<file path="src/core/dgus_map.svh">
// How it works
// RULE1: control bit 0 starts first converter update
// RULE2: software checks busy clear before requesting
// RULE3: control bit 1 updates second converter
// RULE4: request bits write-one-set, reset to zero
// RULE5: settle flag bit 8, cleared after 10us
// RULE6: status bit 9 is second settle flag
// RULE7: busy set by configuration write and transfer
// RULE8: busy set by data write and transfer
// RULE9: busy set by status read request
// RULE10: busy clears only when control logic idle
// RULE11: status bit 1 is second busy flag
// RULE12: status read-only, reserved bits read zero
// RULE13: configuration write queues transfer, busy until done
// RULE14: settle timer counts clocks, restarts each update
`ifndef DGUS_MAP_SVH
`define DGUS_MAP_SVH

`define DGUS_ADDR_W        12
`define DGUS_CTRL_OFF      12'h158
`define DGUS_STAT_OFF      12'h15c
`define DGUS_REQ_RST       2'h0
`define DGUS_BUSY_LSB      0
`define DGUS_SETTLE_LSB    8
`define DGUS_CLK_PERIOD_NS 25
`define DGUS_SETTLE_NS     10000
`define DGUS_SETTLE_CYC    ((`DGUS_SETTLE_NS + `DGUS_CLK_PERIOD_NS - 1) / `DGUS_CLK_PERIOD_NS)
`define DGUS_SETTLE_W      9

`endif

</file>
<file path="src/core/dgus_pkg.sv">
package dgus_pkg;

  typedef enum logic [2:0] {
    DGUS_IDLE = 3'h1,
    DGUS_XFER = 3'h2,
    DGUS_LOAD = 3'h4
  } dgus_state_e;

  typedef enum logic [1:0] {
    DGUS_KIND_CFG  = 2'h0,
    DGUS_KIND_DATA = 2'h1,
    DGUS_KIND_STAT = 2'h2
  } dgus_kind_e;

  typedef struct packed {
    logic [8:0] cnt;
    logic       settling;
  } dgus_timer_s;

  typedef struct packed {
    dgus_state_e [1:0] st;
    dgus_kind_e  [1:0] kind;
    logic [1:0]        req;
    logic [1:0]        pend_cfg;
    logic [1:0]        pend_data;
    logic [1:0]        pend_stat;
    logic [1:0]        busy;
    logic [1:0]        upd;
    logic [1:0]        xstart;
    logic [31:0]       rdata;
    logic              rvalid;
  } dgus_top_s;

endpackage

</file>
<file path="src/core/dgus_settle_timer.sv">
`timescale 1ns/10ps
`include "dgus_map.svh"

module dgus_settle_timer (
  // clock and reset
  input  wire logic i_clk,
  input  wire logic i_sys_rst,
  // update event
  input  wire logic i_start,
  // settle flag
  output logic      o_settling
);

  dgus_pkg::dgus_timer_s r_reg;
  dgus_pkg::dgus_timer_s r_next;

  always_comb begin
    r_next = r_reg;
    if (i_start) begin
      r_next.cnt = `DGUS_SETTLE_W'(`DGUS_SETTLE_CYC); // RULE14
    end else if (r_reg.cnt != '0) begin
      r_next.cnt = r_reg.cnt - `DGUS_SETTLE_W'(1); // RULE5
    end
    r_next.settling = (r_next.cnt != '0);
  end

  always_ff @(posedge i_clk) begin
    if (i_sys_rst) begin
      r_reg <= '0;
    end else begin
      r_reg <= r_next;
    end
  end

  assign o_settling = r_reg.settling;

  chk_settle_reload: assert property (@(posedge i_clk) disable iff (i_sys_rst) // RULE14
    i_start |=> (r_reg.cnt == `DGUS_SETTLE_W'(`DGUS_SETTLE_CYC)) && o_settling)
    else $error("settle timer not reloaded on update");

  chk_settle_expiry: assert property (@(posedge i_clk) disable iff (i_sys_rst) // RULE5
    (r_reg.cnt == `DGUS_SETTLE_W'(1)) && !i_start |=> !o_settling ##1 !o_settling || $past(i_start))
    else $error("settle flag outlived its timer");

endmodule

</file>
<file path="src/core/dgus_top.sv">
`timescale 1ns/10ps
`include "dgus_map.svh"

module dgus_top #(
  parameter bit P_DUAL = 1'b1
) (
  // clock and reset
  input  wire logic        i_clk,
  input  wire logic        i_sys_rst,
  // register port
  input  wire logic [11:0] i_reg_addr,
  input  wire logic        i_reg_wr,
  input  wire logic        i_reg_rd,
  input  wire logic [31:0] i_reg_wdata,
  output logic      [31:0] o_reg_rdata,
  output logic             o_reg_rvalid,
  // per-converter register events
  input  wire logic [1:0]  i_cfg_wr,
  input  wire logic [1:0]  i_data_wr,
  input  wire logic [1:0]  i_stat_req,
  // converter link
  input  wire logic [1:0]  i_xfer_done,
  output logic      [1:0]  o_xfer_start,
  output logic      [3:0]  o_xfer_kind,
  output logic      [1:0]  o_update
);

  dgus_pkg::dgus_top_s r_reg;
  dgus_pkg::dgus_top_s r_next;

  logic [1:0] conv_en;
  logic [1:0] settle;
  logic [1:0] ctl_set;
  logic [31:0] status_word;

  function automatic logic addr_hit(input logic [11:0] addr, input logic [11:0] off);
    addr_hit = (addr[11:2] == off[11:2]);
  endfunction

  // second converter present only on the dual variant
  assign conv_en = {P_DUAL, 1'b1}; // RULE3

  // write-one-set of the update request bits
  assign ctl_set = (i_reg_wr && addr_hit(i_reg_addr, `DGUS_CTRL_OFF)) ? (i_reg_wdata[1:0] & conv_en) : 2'h0; // RULE4

  // status word with reserved bits at zero
  always_comb begin
    status_word = 32'h0; // RULE12
    status_word[`DGUS_BUSY_LSB +: 2] = r_reg.busy; // RULE11
    status_word[`DGUS_SETTLE_LSB +: 2] = settle & conv_en; // RULE6
  end

  genvar g;
  generate
    for (g = 0; g < 2; g++) begin : g_timer
      dgus_settle_timer u_settle (
        .i_clk      (i_clk),
        .i_sys_rst  (i_sys_rst),
        .i_start    (r_reg.upd[g]),
        .o_settling (settle[g])
      );
    end
  endgenerate

  always_comb begin
    r_next = r_reg;
    r_next.upd = 2'h0;
    r_next.xstart = 2'h0;
    for (int c = 0; c < 2; c++) begin
      case (r_reg.st[c])
        dgus_pkg::DGUS_IDLE: begin
          if (r_reg.pend_cfg[c]) begin
            r_next.st[c] = dgus_pkg::DGUS_XFER; // RULE13
            r_next.kind[c] = dgus_pkg::DGUS_KIND_CFG;
            r_next.xstart[c] = 1'b1;
            r_next.pend_cfg[c] = 1'b0;
          end else if (r_reg.pend_data[c]) begin
            r_next.st[c] = dgus_pkg::DGUS_XFER; // RULE8
            r_next.kind[c] = dgus_pkg::DGUS_KIND_DATA;
            r_next.xstart[c] = 1'b1;
            r_next.pend_data[c] = 1'b0;
          end else if (r_reg.pend_stat[c]) begin
            r_next.st[c] = dgus_pkg::DGUS_XFER; // RULE9
            r_next.kind[c] = dgus_pkg::DGUS_KIND_STAT;
            r_next.xstart[c] = 1'b1;
            r_next.pend_stat[c] = 1'b0;
          end else if (r_reg.req[c]) begin
            r_next.st[c] = dgus_pkg::DGUS_LOAD; // RULE1
            r_next.upd[c] = 1'b1;
          end
        end
        dgus_pkg::DGUS_XFER: begin
          if (i_xfer_done[c]) begin
            r_next.st[c] = dgus_pkg::DGUS_IDLE;
          end
        end
        dgus_pkg::DGUS_LOAD: begin
          r_next.st[c] = dgus_pkg::DGUS_IDLE;
          r_next.req[c] = 1'b0; // RULE4
        end
        default: begin
          r_next.st[c] = dgus_pkg::DGUS_IDLE;
        end
      endcase
      // new events win over the clears above
      r_next.pend_cfg[c] = r_next.pend_cfg[c] | (i_cfg_wr[c] & conv_en[c]); // RULE7
      r_next.pend_data[c] = r_next.pend_data[c] | (i_data_wr[c] & conv_en[c]); // RULE8
      r_next.pend_stat[c] = r_next.pend_stat[c] | (i_stat_req[c] & conv_en[c]); // RULE9
      r_next.req[c] = r_next.req[c] | ctl_set[c]; // RULE1
      r_next.busy[c] = (r_next.st[c] != dgus_pkg::DGUS_IDLE) | r_next.pend_cfg[c] // RULE10
                     | r_next.pend_data[c] | r_next.pend_stat[c];
    end
    // register read, unmapped offsets read zero
    r_next.rvalid = i_reg_rd;
    if (!i_reg_rd) begin
      r_next.rdata = 32'h0;
    end else if (addr_hit(i_reg_addr, `DGUS_CTRL_OFF)) begin
      r_next.rdata = {30'h0, r_reg.req}; // RULE12
    end else if (addr_hit(i_reg_addr, `DGUS_STAT_OFF)) begin
      r_next.rdata = status_word; // RULE12
    end else begin
      r_next.rdata = 32'h0;
    end
  end

  always_ff @(posedge i_clk) begin
    if (i_sys_rst) begin
      r_reg <= '0;
      r_reg.req <= `DGUS_REQ_RST; // RULE4
      r_reg.st[0] <= dgus_pkg::DGUS_IDLE;
      r_reg.st[1] <= dgus_pkg::DGUS_IDLE;
    end else begin
      r_reg <= r_next;
    end
  end

  assign o_reg_rdata = r_reg.rdata;
  assign o_reg_rvalid = r_reg.rvalid;
  assign o_xfer_start = r_reg.xstart;
  assign o_xfer_kind = {r_reg.kind[1], r_reg.kind[0]};
  assign o_update = r_reg.upd;

  chk_req_set: assert property (@(posedge i_clk) disable iff (i_sys_rst) // RULE4
    ctl_set[0] |=> r_reg.req[0] || o_update[0])
    else $error("request bit 0 not set by write of one");

  chk_req_update: assert property (@(posedge i_clk) disable iff (i_sys_rst) // RULE1
    (r_reg.st[0] == dgus_pkg::DGUS_IDLE) && r_reg.req[0]
      && !(r_reg.pend_cfg[0] | r_reg.pend_data[0] | r_reg.pend_stat[0])
    |=> o_update[0] ##1 !o_update[0])
    else $error("update not issued for pending request");

  chk_req_clear: assert property (@(posedge i_clk) disable iff (i_sys_rst) // RULE4
    o_update[0] && !ctl_set[0] |=> !r_reg.req[0])
    else $error("request bit not cleared after update");

  chk_cfg_busy: assert property (@(posedge i_clk) disable iff (i_sys_rst) // RULE7
    i_cfg_wr[0] |=> r_reg.busy[0] ##1 r_reg.busy[0])
    else $error("busy not raised by configuration write");

  chk_data_busy: assert property (@(posedge i_clk) disable iff (i_sys_rst) // RULE8
    i_data_wr[0] |=> r_reg.busy[0])
    else $error("busy not raised by data write");

  chk_stat_busy: assert property (@(posedge i_clk) disable iff (i_sys_rst) // RULE9
    i_stat_req[0] |=> r_reg.busy[0])
    else $error("busy not raised by status read request");

  chk_busy_fall: assert property (@(posedge i_clk) disable iff (i_sys_rst) // RULE10
    $fell(r_reg.busy[0]) |-> $past(i_xfer_done[0]) || ($past(r_reg.st[0]) == dgus_pkg::DGUS_LOAD))
    else $error("busy cleared without transfer end or update");

  chk_second_busy: assert property (@(posedge i_clk) disable iff (i_sys_rst) // RULE11
    i_cfg_wr[1] && P_DUAL |=> r_reg.busy[1])
    else $error("second busy not raised by configuration write");

  chk_cfg_queue: assert property (@(posedge i_clk) disable iff (i_sys_rst) // RULE13
    (r_reg.st[0] == dgus_pkg::DGUS_IDLE) && r_reg.pend_cfg[0]
    |=> o_xfer_start[0] && (o_xfer_kind[1:0] == 2'h0)
        && (r_reg.st[0] == dgus_pkg::DGUS_XFER) && r_reg.busy[0])
    else $error("configuration transfer not started when idle");

  chk_rd_reserved: assert property (@(posedge i_clk) disable iff (i_sys_rst) // RULE12
    o_reg_rvalid |-> (o_reg_rdata[31:10] == 22'h0) && (o_reg_rdata[7:2] == 6'h0))
    else $error("reserved bits read non-zero");

  chk_settle_rd: assert property (@(posedge i_clk) disable iff (i_sys_rst) // RULE5
    o_update[0] |=> ##1 settle[0])
    else $error("settle flag not raised after update");

  chk_single_rsvd: assert property (@(posedge i_clk) disable iff (i_sys_rst) // RULE3
    !P_DUAL |-> !r_reg.req[1] && !r_reg.busy[1])
    else $error("second converter active on single variant");

  // second converter request bits, control read and first update strobe
  chk_req1_set: assert property (@(posedge i_clk) disable iff (i_sys_rst) // RULE3
    ctl_set[1] |=> r_reg.req[1] || o_update[1])
    else $error("request bit 1 not set by write of one");

  chk_req1_update: assert property (@(posedge i_clk) disable iff (i_sys_rst) // RULE3
    (r_reg.st[1] == dgus_pkg::DGUS_IDLE) && r_reg.req[1]
      && !(r_reg.pend_cfg[1] | r_reg.pend_data[1] | r_reg.pend_stat[1])
    |=> o_update[1] ##1 !o_update[1])
    else $error("second update not issued for pending request");

  chk_req1_clear: assert property (@(posedge i_clk) disable iff (i_sys_rst) // RULE4
    o_update[1] && !ctl_set[1] |=> !r_reg.req[1])
    else $error("request bit 1 not cleared after update");

  chk_ctl_read: assert property (@(posedge i_clk) disable iff (i_sys_rst) // RULE4
    i_reg_rd && addr_hit(i_reg_addr, `DGUS_CTRL_OFF)
    |=> o_reg_rvalid && (o_reg_rdata == {30'h0, $past(r_reg.req)}))
    else $error("control read does not show request bits");

  chk_upd_pulse: assert property (@(posedge i_clk) disable iff (i_sys_rst) // RULE1
    o_update[0] |=> !o_update[0])
    else $error("update strobe longer than one cycle");

  // busy flags
  chk_data1_busy: assert property (@(posedge i_clk) disable iff (i_sys_rst) // RULE11
    i_data_wr[1] && P_DUAL |=> r_reg.busy[1])
    else $error("second busy not raised by data write");

  chk_stat1_busy: assert property (@(posedge i_clk) disable iff (i_sys_rst) // RULE11
    i_stat_req[1] && P_DUAL |=> r_reg.busy[1])
    else $error("second busy not raised by status read request");

  chk_xfer_hold: assert property (@(posedge i_clk) disable iff (i_sys_rst) // RULE7
    (r_reg.st[0] == dgus_pkg::DGUS_XFER) && !i_xfer_done[0]
    |=> (r_reg.st[0] == dgus_pkg::DGUS_XFER) && r_reg.busy[0])
    else $error("transfer left or busy dropped before done");

  chk_xfer1_hold: assert property (@(posedge i_clk) disable iff (i_sys_rst) // RULE11
    (r_reg.st[1] == dgus_pkg::DGUS_XFER) && !i_xfer_done[1]
    |=> (r_reg.st[1] == dgus_pkg::DGUS_XFER) && r_reg.busy[1])
    else $error("second transfer left or busy dropped before done");

  chk_busy1_fall: assert property (@(posedge i_clk) disable iff (i_sys_rst) // RULE11
    $fell(r_reg.busy[1]) |-> $past(i_xfer_done[1]) || ($past(r_reg.st[1]) == dgus_pkg::DGUS_LOAD))
    else $error("second busy cleared without transfer end or update");

  chk_upd_busy: assert property (@(posedge i_clk) disable iff (i_sys_rst) // RULE10
    o_update[0] |-> r_reg.busy[0])
    else $error("busy clear during update strobe");

  // transfer start and kind
  chk_data_queue: assert property (@(posedge i_clk) disable iff (i_sys_rst) // RULE8
    (r_reg.st[0] == dgus_pkg::DGUS_IDLE) && !r_reg.pend_cfg[0] && r_reg.pend_data[0]
    |=> o_xfer_start[0] && (o_xfer_kind[1:0] == 2'h1) && (r_reg.st[0] == dgus_pkg::DGUS_XFER))
    else $error("data transfer not started when idle");

  chk_stat_queue: assert property (@(posedge i_clk) disable iff (i_sys_rst) // RULE9
    (r_reg.st[0] == dgus_pkg::DGUS_IDLE) && !r_reg.pend_cfg[0] && !r_reg.pend_data[0] && r_reg.pend_stat[0]
    |=> o_xfer_start[0] && (o_xfer_kind[1:0] == 2'h2) && (r_reg.st[0] == dgus_pkg::DGUS_XFER))
    else $error("status transfer not started when idle");

  chk_cfg1_queue: assert property (@(posedge i_clk) disable iff (i_sys_rst) // RULE13
    (r_reg.st[1] == dgus_pkg::DGUS_IDLE) && r_reg.pend_cfg[1]
    |=> o_xfer_start[1] && (o_xfer_kind[3:2] == 2'h0) && (r_reg.st[1] == dgus_pkg::DGUS_XFER))
    else $error("second configuration transfer not started when idle");

  chk_start_once: assert property (@(posedge i_clk) disable iff (i_sys_rst) // RULE13
    o_xfer_start[0] |=> !o_xfer_start[0])
    else $error("transfer start longer than one cycle");

  chk_start1_once: assert property (@(posedge i_clk) disable iff (i_sys_rst) // RULE13
    o_xfer_start[1] |=> !o_xfer_start[1])
    else $error("second transfer start longer than one cycle");

  chk_kind_hold: assert property (@(posedge i_clk) disable iff (i_sys_rst) // RULE13
    !o_xfer_start[0] |-> $stable(o_xfer_kind[1:0]))
    else $error("transfer kind changed without a start");

  chk_kind1_hold: assert property (@(posedge i_clk) disable iff (i_sys_rst) // RULE13
    !o_xfer_start[1] |-> $stable(o_xfer_kind[3:2]))
    else $error("second transfer kind changed without a start");

  // register read port
  chk_rd_valid: assert property (@(posedge i_clk) disable iff (i_sys_rst) // RULE12
    i_reg_rd |=> o_reg_rvalid)
    else $error("read answer missing");

  chk_rd_idle: assert property (@(posedge i_clk) disable iff (i_sys_rst) // RULE12
    !i_reg_rd |=> !o_reg_rvalid && (o_reg_rdata == 32'h0))
    else $error("read answer without a read");

  chk_stat_read: assert property (@(posedge i_clk) disable iff (i_sys_rst) // RULE12
    i_reg_rd && addr_hit(i_reg_addr, `DGUS_STAT_OFF)
    |=> o_reg_rvalid && (o_reg_rdata[9:8] == $past(settle)) && (o_reg_rdata[1:0] == $past(r_reg.busy)))
    else $error("status read does not show busy and settle flags");

  // settle flags and single variant
  chk_settle1_rd: assert property (@(posedge i_clk) disable iff (i_sys_rst) // RULE6
    o_update[1] |=> ##1 settle[1])
    else $error("second settle flag not raised after update");

  chk_settle_idle: assert property (@(posedge i_clk) disable iff (i_sys_rst) // RULE5
    !settle[0] && !o_update[0] |=> !settle[0])
    else $error("settle flag raised without an update");

  chk_single_ctl: assert property (@(posedge i_clk) disable iff (i_sys_rst) // RULE3
    !P_DUAL |-> !o_update[1] && !o_xfer_start[1] && !settle[1])
    else $error("second converter driven on single variant");

  chk_single_rd: assert property (@(posedge i_clk) disable iff (i_sys_rst) // RULE12
    !P_DUAL && o_reg_rvalid |-> !o_reg_rdata[9] && !o_reg_rdata[1])
    else $error("reserved second converter bits read non-zero");

endmodule

</file>
<file path="config.mk">
export PLATFORM = sky130hd
export DESIGN_NAME = dgus_top
export DESIGN_NICKNAME = d
export VERILOG_FILES = /design/src/core/dgus_pkg.sv /design/src/core/dgus_settle_timer.sv /design/src/core/dgus_top.sv
export VERILOG_INCLUDE_DIRS = /design/src /design/src/core
export SDC_FILE = /design/constraint.sdc
export NUM_CORES = 1
export LEC_CHECK = 0
export ABC_AREA = 1
export BUFFER_PORTS_ARGS = -buffer_cell sky130_fd_sc_hd__buf_2
export CORE_MARGIN = 3
export CORE_UTILIZATION = 45
export DETAILED_ROUTE_END_ITERATION = 8
export PLACE_DENSITY = 0.81
export SYNTH_ARGS = -nofsm -noshare
export SYNTH_HDL_FRONTEND = slang
export SYNTH_SLANG_ARGS = --single-unit
</file>
<file path="constraint.sdc">
create_clock -name i_clk -period 2.9 [get_ports i_clk]
set_input_delay 0.87 -clock i_clk [delete_from_list [all_inputs] [get_ports i_clk]]
set_output_delay 0.87 -clock i_clk [all_outputs]
set_load 0.01 [all_outputs]
</file>
# After elaboration in Yosys (flattened, before gate mapping)
# Index checks and enable logic that the tools add are counted.
# word_totals
regBits	49
out_inout_bits	41
input_bits	56
word_cells	112
# classes
n_reduce_logical	15
n_mux	47
eq_ne	10
bitwise_logic	18
addsub	2
# ops
cell	n
9-bit 2-to-1 mux	4
9-bit nonzero test	4
3-bit 2-to-1 mux	10
1-bit 2-to-1 mux	22
10-bit by 7-bit equality test with 1-bit output, second input constant	2
2-bit 2-to-1 mux	9
9-bit by 1-bit subtractor with 9-bit output, second input constant	2
1-bit bitwise OR	14
3-bit one-hot mux with 2 select lines	2
5-bit OR reduction	2
3-bit by 1-bit equality test with 1-bit output, second input constant	2
3-bit by 2-bit equality test with 1-bit output, second input constant	2
3-bit equality test, second input constant	2
3-bit by 1-bit != test with 1-bit output, second input constant	2
3-bit nonzero test	2
2-bit OR reduction	3
1-bit NOT	4
2-bit AND reduction	2
4-bit OR reduction	1
1-bit logical AND	1

# Logic depth before layout (Yosys ltp)
# Gate-level depths: netlist of the first run.
# depth
depth_word	9
mapped_depth	13
mapped_depth_nobuf	13

# By module
# From an unflattened synthesis of the first run, not the netlist that was laid out.
# hier_totals
cells_unflattened	362
area_unflattened_um2	2558.7
# by_module_without_submodules
mod	cells_per_inst	n_inst	area_each_um2	seq_area_each_um2
dgus_top	192	1	1452.6	580.6
dgus_settle_timer	85	2	553.0	200.2

# Worst setup path before layout of the first run
# Ideal clock, no wire load.
# synth_timing
path_kind	input port to flip-flop
startpoint	input port i_reg_addr[5]
endpoint	register r_reg (netlist bit o_reg_rdata[0])
t_arrival_ns	1.589
path_buffers	0
required_time_ns	2.824
slack_ns	1.235
setup_time_ns	0.076
cell_stages	4
path_cell_list	nand3b_1 -> nor4_1 -> nand3_1 -> o22ai_1
# synth_between
elab_chain_len	3
word_cells_on_any_way	4
cone_classes	eq/ne: 2; mux: 2
# synth_lines
element	line	text
from (decl)	dgus_top.sv:11	input wire logic [11:0] i_reg_addr,
10-bit by 7-bit equality test with 1-bit output	dgus_top.sv:37	addr_hit = (addr[11:2] == off[11:2]);
2-bit 2-to-1 mux	dgus_top.sv:119	end else if (addr_hit(i_reg_addr, `DGUS_STAT_OFF)) begin
2-bit 2-to-1 mux (*)	dgus_top.sv:117	end else if (addr_hit(i_reg_addr, `DGUS_CTRL_OFF)) begin
to (signal assigned)	dgus_top.sv:133	r_reg <= r_next;
to (decl)	dgus_top.sv:28	dgus_pkg::dgus_top_s r_reg;
# Every way passes the cells marked *; elsewhere a longest branch is shown, timed or not.
# A chain may end at the register's enable or synchronous reset.

# Worst setup path in the final report of the first run
# layout_timing
startpoint	register r_reg (netlist bit o_update[1])
endpoint	output port o_update[1]
# layout_rtl
element	line	text
to (decl)	dgus_top.sv:25	output logic [1:0] o_update
# No word-level cell between the ends.

==> results of run 1 <==
## kinds of logic after synthesis
kind of cell	synth area share (%)
and+or+nand+nor	31.6
buffers and inverters	19.5
DFF	39.9
AOI/OAI and AO/OA	6.81
xor gates and xnor gates	1.07
adders and majority gates	1.02
other	0.152
## power breakdown
| group | switching, mW | total [mW] | internal (mW) |
|---|---|---|---|
| Combinational | 0.715 | 1.13 | 0.413 |
| Sequential | 0.0923 | 0.891 | 0.799 |
| Clock | 0.207 | 0.366 | 0.159 |
| Total | 1.01 | 2.39 | 1.37 |
## layout make-up
class | instances | area, sq um | area share (%)
Timing Repair Buffer | 37 | 188 | 7.26
Clock buffer | 5 | 68.8 | 2.66
Sequential cell | 49 | 981 | 37.9
Multi-Input combinational cell | 232 | 1100 | 42.6
Inverter | 41 | 154 | 5.95
Tap cell | 70 | 87.6 | 3.39
Clock inverter | 1 | 5.00 | 0.194
## final timing paths
kind	start	endpoint	slack [ps]	cells past startpoint
worst max-delay path	o_update[1]$_SDFF_PP0_	o_update[1]	1060	1
worst min-delay path	g_timer[1].u_settle.o_settling$_SDFF_PP0_	o_reg_rdata[9]$_SDFF_PP0_	410	2
worst max register to register	g_timer[1].u_settle.r_reg[1]$_SDFF_PP0_	g_timer[1].u_settle.o_settling$_SDFF_PP0_	1140	11
worst min register to register	g_timer[1].u_settle.o_settling$_SDFF_PP0_	o_reg_rdata[9]$_SDFF_PP0_	410	2
## through the flow
stage | area, sq um | utilization (%) | power [mW] | hold slack (ps)
2_1_floorplan | 2560 | - | 1.86 | 394
4_1_cts | 2580 | 49.7 | 2.40 | 420
6_report | 2580 | 49.7 | 2.39 | 414
5_1_grt | 2580 | 49.7 | 2.62 | 438
3_3_place_gp | 2510 | 48.2 | 1.98 | 396
3_5_place_dp | 2510 | 48.2 | 2.02 | 409
## per-layer routing
metal  wire length (um)  global-route usage, %  vias up  part of all wire (%)
met5                  0                      0        -                     0
met4                 91                   6.93        0                   2.0
met3                168                   3.61        9                   3.8
met2               2100                   23.1       32                    47
met1               2080                   18.4      893                    47
li1                   -                      -     1067                     -
## layout by cell type, fill, tap and decap left out, types with 2 or more instances in the layout
master / instances
nand2_1: 60
dfxtp_1: 49
nor2_1: 43
inv_1: 40
buf_2: 36
nand3_1: 29
conb_1: 28
a21oi_1: 20
nor3_1: 8
nand4_1: 7
nor2_2: 5
clkbuf_8: 5
o21ai_0: 4
nand2_2: 3
nand3b_1: 3
xor2_1: 3
nor2_4: 2
nand2_4: 2
a211oi_1: 2
a31oi_1: 2
o22ai_1: 2
ha_1: 2
==> flow_metrics.tcl, run 1 <==
set metrics [dict create \
    worstSetupPathType "reg -> out" \
    synth-edff-count 0 \
    synthArstFlopShare_pct 0 \
    fin_setup_tns_ps 0 \
    gr-usage-all-layers_pct 14.6 \
    drtIter0Drc 83 \
    fin_ws_ps 1060 \
    cp_top_family "flip-flops" \
    cp_data_required_time_ps 2030 \
    post_cts_buffers 0 \
    crit_buf_inv 1 \
    drc_errors 0 \
    grt_pass1_wl_um 7490 \
    worst_setup_path_end_kind "output port" \
    yosysSeqAreaShare_pct 39.9 \
    vias 2001 \
    htreeDepth 2 \
    synth.distinct_cells 31 \
    drt_wl_total_um 4440 \
    wire_per_inst_um 10.2 \
    place_ws_ps 959 \
    grt_overflow 0 \
    clk_latency_ps 300 \
    clk_pin_slew_ps 80 \
    nets 424 \
    cts-hold-fix-buffers 0 \
    dp_hpwl_um 3390 \
    cp_slowest_cell "dfxtp_1" \
    core_area_sq_um 5200 \
    vias_per_cell 4.60 \
    ant_nets 0 \
    die_area_sq_um 6390 \
    drive_above_1_share_pct 15.6 \
    ctsResizeCount 0 \
    hold_path.class "reg -> reg" \
    max_stage_delay_ps 480 \
    maxCapViolCount 0 \
    start_util_pct 47.3 \
    grt_max_degree 42 \
    yosysMostFrequentCell "nand2_1" \
    cts_buffer_depth 2 \
    skew_ps 6.77 \
    placed_cells 429 \
    gp_congestion 0.831 \
    fillers 513 \
    num_rows 26 \
    firstDrtPassIters 4 \
    cts_buffers 5 \
    synth_top_cell_by_area "dfxtp_1" \
    grt_pass1_vias 1826 \
    io_buffer_count 36 \
    arrival_ps 970 \
    synth-main-ff-cell "dfxtp_1" \
    slew_viol_final 0 \
    fin_crit_ps 1840 \
    cp_max_fo 7 \
    die_w_um 80.0 \
    setup_viol 0 \
    dieHeight_um 80.0 \
    peakVddDrop_mv 0.472 \
    tritoncts "built" \
    status "finished clean" \
    rsz0062_at_grt "false" \
    antenna_cells 0 \
    synth_area_leaders "dfxtp_1 40%, buf_4 12%, nand2_1 9.2%" \
    hold_violations 0 \
    path_cells "buf_2" \
    netlist_area_sq_um 2460 \
    cts_root_buf "clkbuf_8" \
    synth_common_cells "60 x nand2_1, 49 x dfxtp_1, 43 x nor2_1" \
    p_per_area_nw_per_um2 923 \
    startpoint_type "flip-flop" \
    finalNonFillerCells 435 \
    largest_register_ffs 18 \
    postSynthCellCount 340 \
    leakage_nw 1.28 \
    avgSynthCellArea_sq_um 7.24 \
    design.portCount 97 \
    max_freq_ghz 0.544 \
    synth-seq-cells 49 \
    synth-warning-count 0 \
    antenna_found_initial 0 \
    area_delta_synth_final_pct 5.03 \
    synth_top_area_share_pct 39.9 \
    numClockSinks 49 \
    fin_crit_sh_pct 63.3 \
]
Note: power is estimated with default switching activity, not from simulation.
==> run 2, diff against run 1 <==
--- a/config.mk
+++ b/config.mk
@@ -9,9 +9,9 @@
 export ABC_AREA = 1
 export BUFFER_PORTS_ARGS = -buffer_cell sky130_fd_sc_hd__buf_2
 export CORE_MARGIN = 3
-export CORE_UTILIZATION = 45
+export CORE_UTILIZATION = 44
 export DETAILED_ROUTE_END_ITERATION = 8
-export PLACE_DENSITY = 0.81
+export PLACE_DENSITY = 0.82
 export SYNTH_ARGS = -nofsm -noshare
 export SYNTH_HDL_FRONTEND = slang
 export SYNTH_SLANG_ARGS = --single-unit
==> constraint.sdc (replaced) <==
create_clock -name i_clk -period 1.6 [get_ports i_clk]
set_input_delay 0.48 -clock i_clk [delete_from_list [all_inputs] [get_ports i_clk]]
set_output_delay 0.48 -clock i_clk [all_outputs]
set_load 0.01 [all_outputs]
==> run 2 against run 1 <==
  * Register-to-register slack got worse by 1100 ps
  * Cell count up 3.4%
  * Clock skew shrank 2.3 ps
  * Largest power group unchanged
  * Clock power rose by 100%
  * Routed wire length rose by 10%
==> flow_metrics.tcl, run 2 (same netlist as run 1, synthesis figures left out) <==
set metrics [dict create \
    die_area_sq_um 6530 \
    final_common_cell "nand2_1" \
    arrival_ps 1770 \
    clk_pin_slew_ps 90 \
    vias_per_cell 4.68 \
    die_w_um 80.8 \
    wire_per_inst_um 10.9 \
    grt_pass1_vias 1843 \
    grt_max_degree 27 \
    grt_pass1_wl_um 7680 \
    cp_slowest_cell "dfxtp_2" \
    fin_crit_sh_pct 97.4 \
    cp_top_family "simple AND/OR/NAND/NOR gates" \
    cts_buffers 5 \
    maxCapViolCount 0 \
    worst_setup_path_end_kind "flip-flop" \
    status "finished clean" \
    gr-usage-all-layers_pct 14.8 \
    area_delta_synth_final_pct 12.8 \
    firstDrtPassIters 4 \
    hold_path.class "in -> reg" \
    vias 2106 \
    finalInstanceArea_sq_um 2780 \
    tritoncts "built" \
    rsz0062_at_grt "true" \
    place_ws_ps -26.6 \
    holdWs_ps 389 \
    gp_congestion 0.813 \
    antenna_cells 0 \
    clk_latency_ps 310 \
    hold_violations 0 \
    p_per_area_nw_per_um2 1820 \
    dieHeight_um 80.8 \
    largest_register_ffs 18 \
    crit_buf_inv 1 \
    cts_buffer_depth 2 \
    design.portCount 97 \
    core_area_sq_um 5270 \
    numClockSinks 49 \
    cts-hold-fix-buffers 0 \
    leakage_nw 1.36 \
    fin_util_pct 52.7 \
    drt_wl_total_um 4890 \
    drc_errors 0 \
    startpoint_type "flip-flop" \
    nets 437 \
    max_freq_ghz 0.642 \
    grt_overflow 0 \
    peakVddDrop_mv 0.779 \
    start_util_pct 46.7 \
    setup_viol 0 \
    dp_hpwl_um 3540 \
    max_stage_delay_ps 350 \
    worstSetupPathType "reg -> reg" \
    path_cells "nor2_2 -> nand2_2 -> nor2_4 -> nand2_4 -> nand2_2 -> nand4_1 -> nor2_1 -> nand3_1 -> nand2_1 -> inv_1" \
    dpl-instance-area_sq_um 2580 \
    path_common_cell "nand2_2" \
    antenna_found_initial 0 \
    ant_nets 0 \
    cp_data_required_time_ps 1810 \
    drtIter0Drc 118 \
    fillers 516 \
    placed_cells 438 \
    drive_above_1_share_pct 23.7 \
    slew_viol_final 0 \
    skew_ps 4.43 \
    cp_max_fo 7 \
    most-common-layout-cells "54 x nand2_1, 45 x dfxtp_1, 40 x nor2_1, 38 x inv_1, 36 x buf_2" \
    fin_crit_ps 1560 \
    num_rows 26 \
    htreeDepth 2 \
    io_buffer_count 36 \
    cts_root_buf "clkbuf_8" \
    fin_ws_ps 41.7 \
    finalNonFillerCells 450 \
]
[run 2: cell count changes in the layout (fill, tap and decap cells not counted), sizes merged]
cell	previous run	this run
clkinvlp	0	1
inv	40	41
buf	37	50
[run 2: power by group]
| group | internal, mW | switching [mW] |
|---|---|---|
| sequential | 1.46 | 0.191 |
| clock | 0.311 | 0.431 |
| combinational | 1.14 | 1.53 |
[run 2: path summary, 6_finish.rpt]
check	slack [ps]	end	depth (start not counted)	startpoint
worst max-delay path	40	g_timer[1].u_settle.o_settling$_SDFF_PP0_	10	g_timer[1].u_settle.r_reg[5]$_SDFF_PP0_
worst min-delay path	390	r_reg[42]$_SDFF_PP0_	3	i_data_wr[1]
worst max register to register	40	g_timer[1].u_settle.o_settling$_SDFF_PP0_	10	g_timer[1].u_settle.r_reg[5]$_SDFF_PP0_
worst min register to register	430	o_reg_rdata[8]$_SDFF_PP0_	2	g_timer[0].u_settle.o_settling$_SDFF_PP0_
[run 2: layer usage]
metal / wire, um / GRT usage (%) / part of all wire [%] / vias up
li1: - / - / - / 1093
met1: 2110 / 18.1 / 43 / 949
met2: 2450 / 25.7 / 50 / 55
met3: 235 / 2.99 / 4.8 / 9
met4: 92 / 5.57 / 1.9 / 0
met5: 0 / 0 / 0 / -
[run 2: repair_timing]
item / in CTS / in global routing
pin swaps: 1 / 12
gates resized for setup: 1 / 24
setup buffers: 0 / 4
setup endpoints to repair: 1 / 2
[run 2: tightest hold or removal path: stages]
cell and delay, ps:
buf_2 80, a21oi_1 40, nor2_1 70
[run 2: stage by stage]
step                setup TNS (ps)  power (mW)
finish                           0        5.06
floorplan                        0        3.36
global placement                 0        3.83
detailed placement           -26.6        3.91
global route                 -75.8        5.50
CTS                              0        4.67
[run 2: area by class of cell]
cell class	count	area, sq um	share of cell area (%)
Multi-Input combinational cell	232	1170	42.3
Clock inverter	3	21.3	0.766
Tap cell	70	87.6	3.15
Sequential cell	49	986	35.5
Inverter	41	154	5.54
Timing Repair Buffer	50	285	10.3
Clock buffer	5	68.8	2.48
==> run 3, diff against run 2 <==
--- a/config.mk
+++ b/config.mk
@@ -9,9 +9,10 @@
 export ABC_AREA = 1
 export BUFFER_PORTS_ARGS = -buffer_cell sky130_fd_sc_hd__buf_2
 export CORE_MARGIN = 3
-export CORE_UTILIZATION = 44
+export CORE_UTILIZATION = 45
+export CTS_BUF_LIST = sky130_fd_sc_hd__clkbuf_4
 export DETAILED_ROUTE_END_ITERATION = 8
-export PLACE_DENSITY = 0.82
+export PLACE_DENSITY = 0.84
 export SYNTH_ARGS = -nofsm -noshare
 export SYNTH_HDL_FRONTEND = slang
 export SYNTH_SLANG_ARGS = --single-unit
==> constraint.sdc (replaced) <==
create_clock -name i_clk -period 1.6 [get_ports i_clk]
set_input_delay 0.24 -clock i_clk [delete_from_list [all_inputs] [get_ports i_clk]]
set_output_delay 0.24 -clock i_clk [all_outputs]
set_load 0.01 [all_outputs]
==> run 3 against run 2 <==
  * Core utilization decreased by 0.13 points
  * Sequential power about the same
  * Cell area decreased by 1.5%
  * Register-to-register slack about the same
  * Sequential share of layout area increased by 0.67 points
  * Non-clock buffer count decreased by 2
  * Critical path depth increased by 1
  * Cell count decreased by 0.44%
  * First-iteration DRC count decreased by 19%
  * Hold slack got worse by 290 ps
  * Global-route usage increased by 0.059 points
  * Via count decreased by 0.71%
  * Critical path type unchanged
  * Largest cell class unchanged
  * Highest routed layer unchanged
==> flow_metrics.tcl, run 3 (same netlist as run 1, synthesis figures left out) <==
set metrics [dict create \
    path_cells "inv_1 -> ha_4 -> nand2_4 -> nor2_4 -> nand2_4 -> nand2_1 -> nand3_1 -> nor2_2 -> nand3_1 -> nand2_1 -> inv_1" \
    design.portCount 97 \
    worstRegToRegCells 11 \
    cp_slowest_cell "dfxtp_2" \
    peakVddDrop_mv 0.665 \
    start_util_pct 47.3 \
    clk_latency_ps 360 \
    slew_viol_final 0 \
    cts_buffers 5 \
    cp_data_required_time_ps 1870 \
    crit_buf_inv 2 \
    largest_register_ffs 18 \
    grt_max_degree 22 \
    num_rows 26 \
    clk_pin_slew_ps 140 \
    register_area_sq_um 990 \
    cts_root_buf "clkbuf_4" \
    area_delta_synth_final_pct 11.1 \
    fin_crit_ps 1550 \
    grt_pass1_vias 1776 \
    drive_above_1_share_pct 23.5 \
    p_per_area_nw_per_um2 1760 \
    maxCapViolCount 0 \
    vias_per_cell 4.67 \
    vias 2091 \
    setup_viol 0 \
    cp_max_fo 8 \
    nets 435 \
    htreeDepth 2 \
    drtIter0Drc 96 \
    pwr-share-clk_pct 11.4 \
    p_total_mw 4.82 \
    core_area_sq_um 5200 \
    die_area_sq_um 6390 \
    hold_path.class "in -> reg" \
    startpoint_type "flip-flop" \
    ant_nets 0 \
    grt_overflow 0 \
    dieHeight_um 80.0 \
    grt_pass1_wl_um 7670 \
    max_stage_delay_ps 350 \
    finalNonFillerCells 448 \
    cts_buffer_depth 2 \
    finalInstanceArea_sq_um 2740 \
    p_seq_share_pct 34.4 \
    cts-hold-fix-buffers 0 \
    worst_setup_path_end_kind "flip-flop" \
    tritoncts "built" \
    cp_num_cells 11 \
    firstDrtPassIters 4 \
    holdWs_ps 101 \
    placed_cells 438 \
    power_switching_mw 2.09 \
    status "finished clean" \
    arrival_ps 1820 \
    drc_errors 0 \
    numClockSinks 49 \
    fin_setup_tns_ps 0 \
    p_int_mw 2.73 \
    switching_share_pct 43.4 \
    fin_crit_sh_pct 96.8 \
    gp_congestion 0.814 \
    antenna_cells 0 \
    die_w_um 80.0 \
    fillers 494 \
    drt_wl_total_um 4800 \
    dp_hpwl_um 3510 \
    final_common_cell "nand2_1" \
    hold_violations 0 \
    worstSetupPathType "reg -> reg" \
    skew_ps 12.6 \
    leakage_nw 1.35 \
    hold_depth 3 \
    combinationalPowerShare_pct 54.2 \
    max_freq_ghz 0.646 \
    cp_top_family "simple AND/OR/NAND/NOR gates" \
    most-common-layout-cells "56 x nand2_1, 44 x dfxtp_1, 38 x inv_1, 38 x nor2_1, 36 x buf_2" \
    io_buffer_count 36 \
    gr-usage-all-layers_pct 14.9 \
    wire_per_inst_um 10.7 \
    multi_input_area_sq_um 1180 \
    dpl-instance-area_sq_um 2580 \
    antenna_found_initial 0 \
]
[run 3: changes by cell type in the layout (fill, tap and decap cells not counted), sizes merged]
cell      before  now
clkinv         2    4
clkinvlp       1    0
buf           50   48
inv           41   40
[run 3: worst register-to-register path, cell delays in order, from the launching register on]
cell and delay, ps:
dfxtp_2 350, inv_1 90, ha_4 160, nand2_4 70, nor2_4 140, nand2_4 90
nand2_1 100, nand3_1 100, nor2_2 140, nand3_1 90, nand2_1 70, inv_1 40
[run 3: repair_timing]
action | CTS | global route
endpoints found under the setup margin | 1 | 3
setup buffers | 1 | 1
pin swaps | 1 | 7
endpoints found under the hold margin | 0 | 0
gates resized for setup | 0 | 27
[run 3: layout make-up]
cell class	instances	share of cell area [%]
Inverter	41	5.63
Clock buffer	5	1.37
Tap cell	70	3.20
Multi-Input combinational cell	232	43.1
Timing Repair Buffer	48	9.88
Clock inverter	3	0.640
Sequential cell	49	36.2
[run 3: worst paths after layout]
check	from	endpoint	slack, ps
max	g_timer[0].u_settle.r_reg[2]$_SDFF_PP0_	g_timer[0].u_settle.o_settling$_SDFF_PP0_	50
min	i_data_wr[1]	r_reg[42]$_SDFF_PP0_	100
max reg2reg	g_timer[0].u_settle.r_reg[2]$_SDFF_PP0_	g_timer[0].u_settle.o_settling$_SDFF_PP0_	50
min reg2reg	g_timer[1].u_settle.o_settling$_SDFF_PP0_	o_reg_rdata[9]$_SDFF_PP0_	430
[run 3: power groups by stage]
stage               registers [mW]  logic (mW)  clock network [mW]
floorplan                     1.61        1.76                   0
finish                        1.66        2.61               0.551
CTS                           1.62        2.29               0.575
global route                  1.68        2.98               0.637
detailed placement            1.65        2.25                   0
global placement              1.64        2.19                   0
[run 3: through the flow]
| step | worst slack, ps | utilization, % |
|---|---|---|
| floorplan | 105 | - |
| CTS | 12.0 | 50.7 |
| global route | -36.4 | 52.5 |
| detailed placement | 5.76 | 49.5 |
| global placement | 12.6 | 49.5 |
| finish | 51.9 | 52.5 |
[run 3: layer usage]
layer / up-vias / part of all wire (%) / GRT usage, %
met1: 943 / 44 / 19.3
met2: 47 / 50 / 24.6
li1: 1091 / - / -
met5: - / 0 / 0
met4: 0 / 2.0 / 2.87
met3: 10 / 4.8 / 4.29
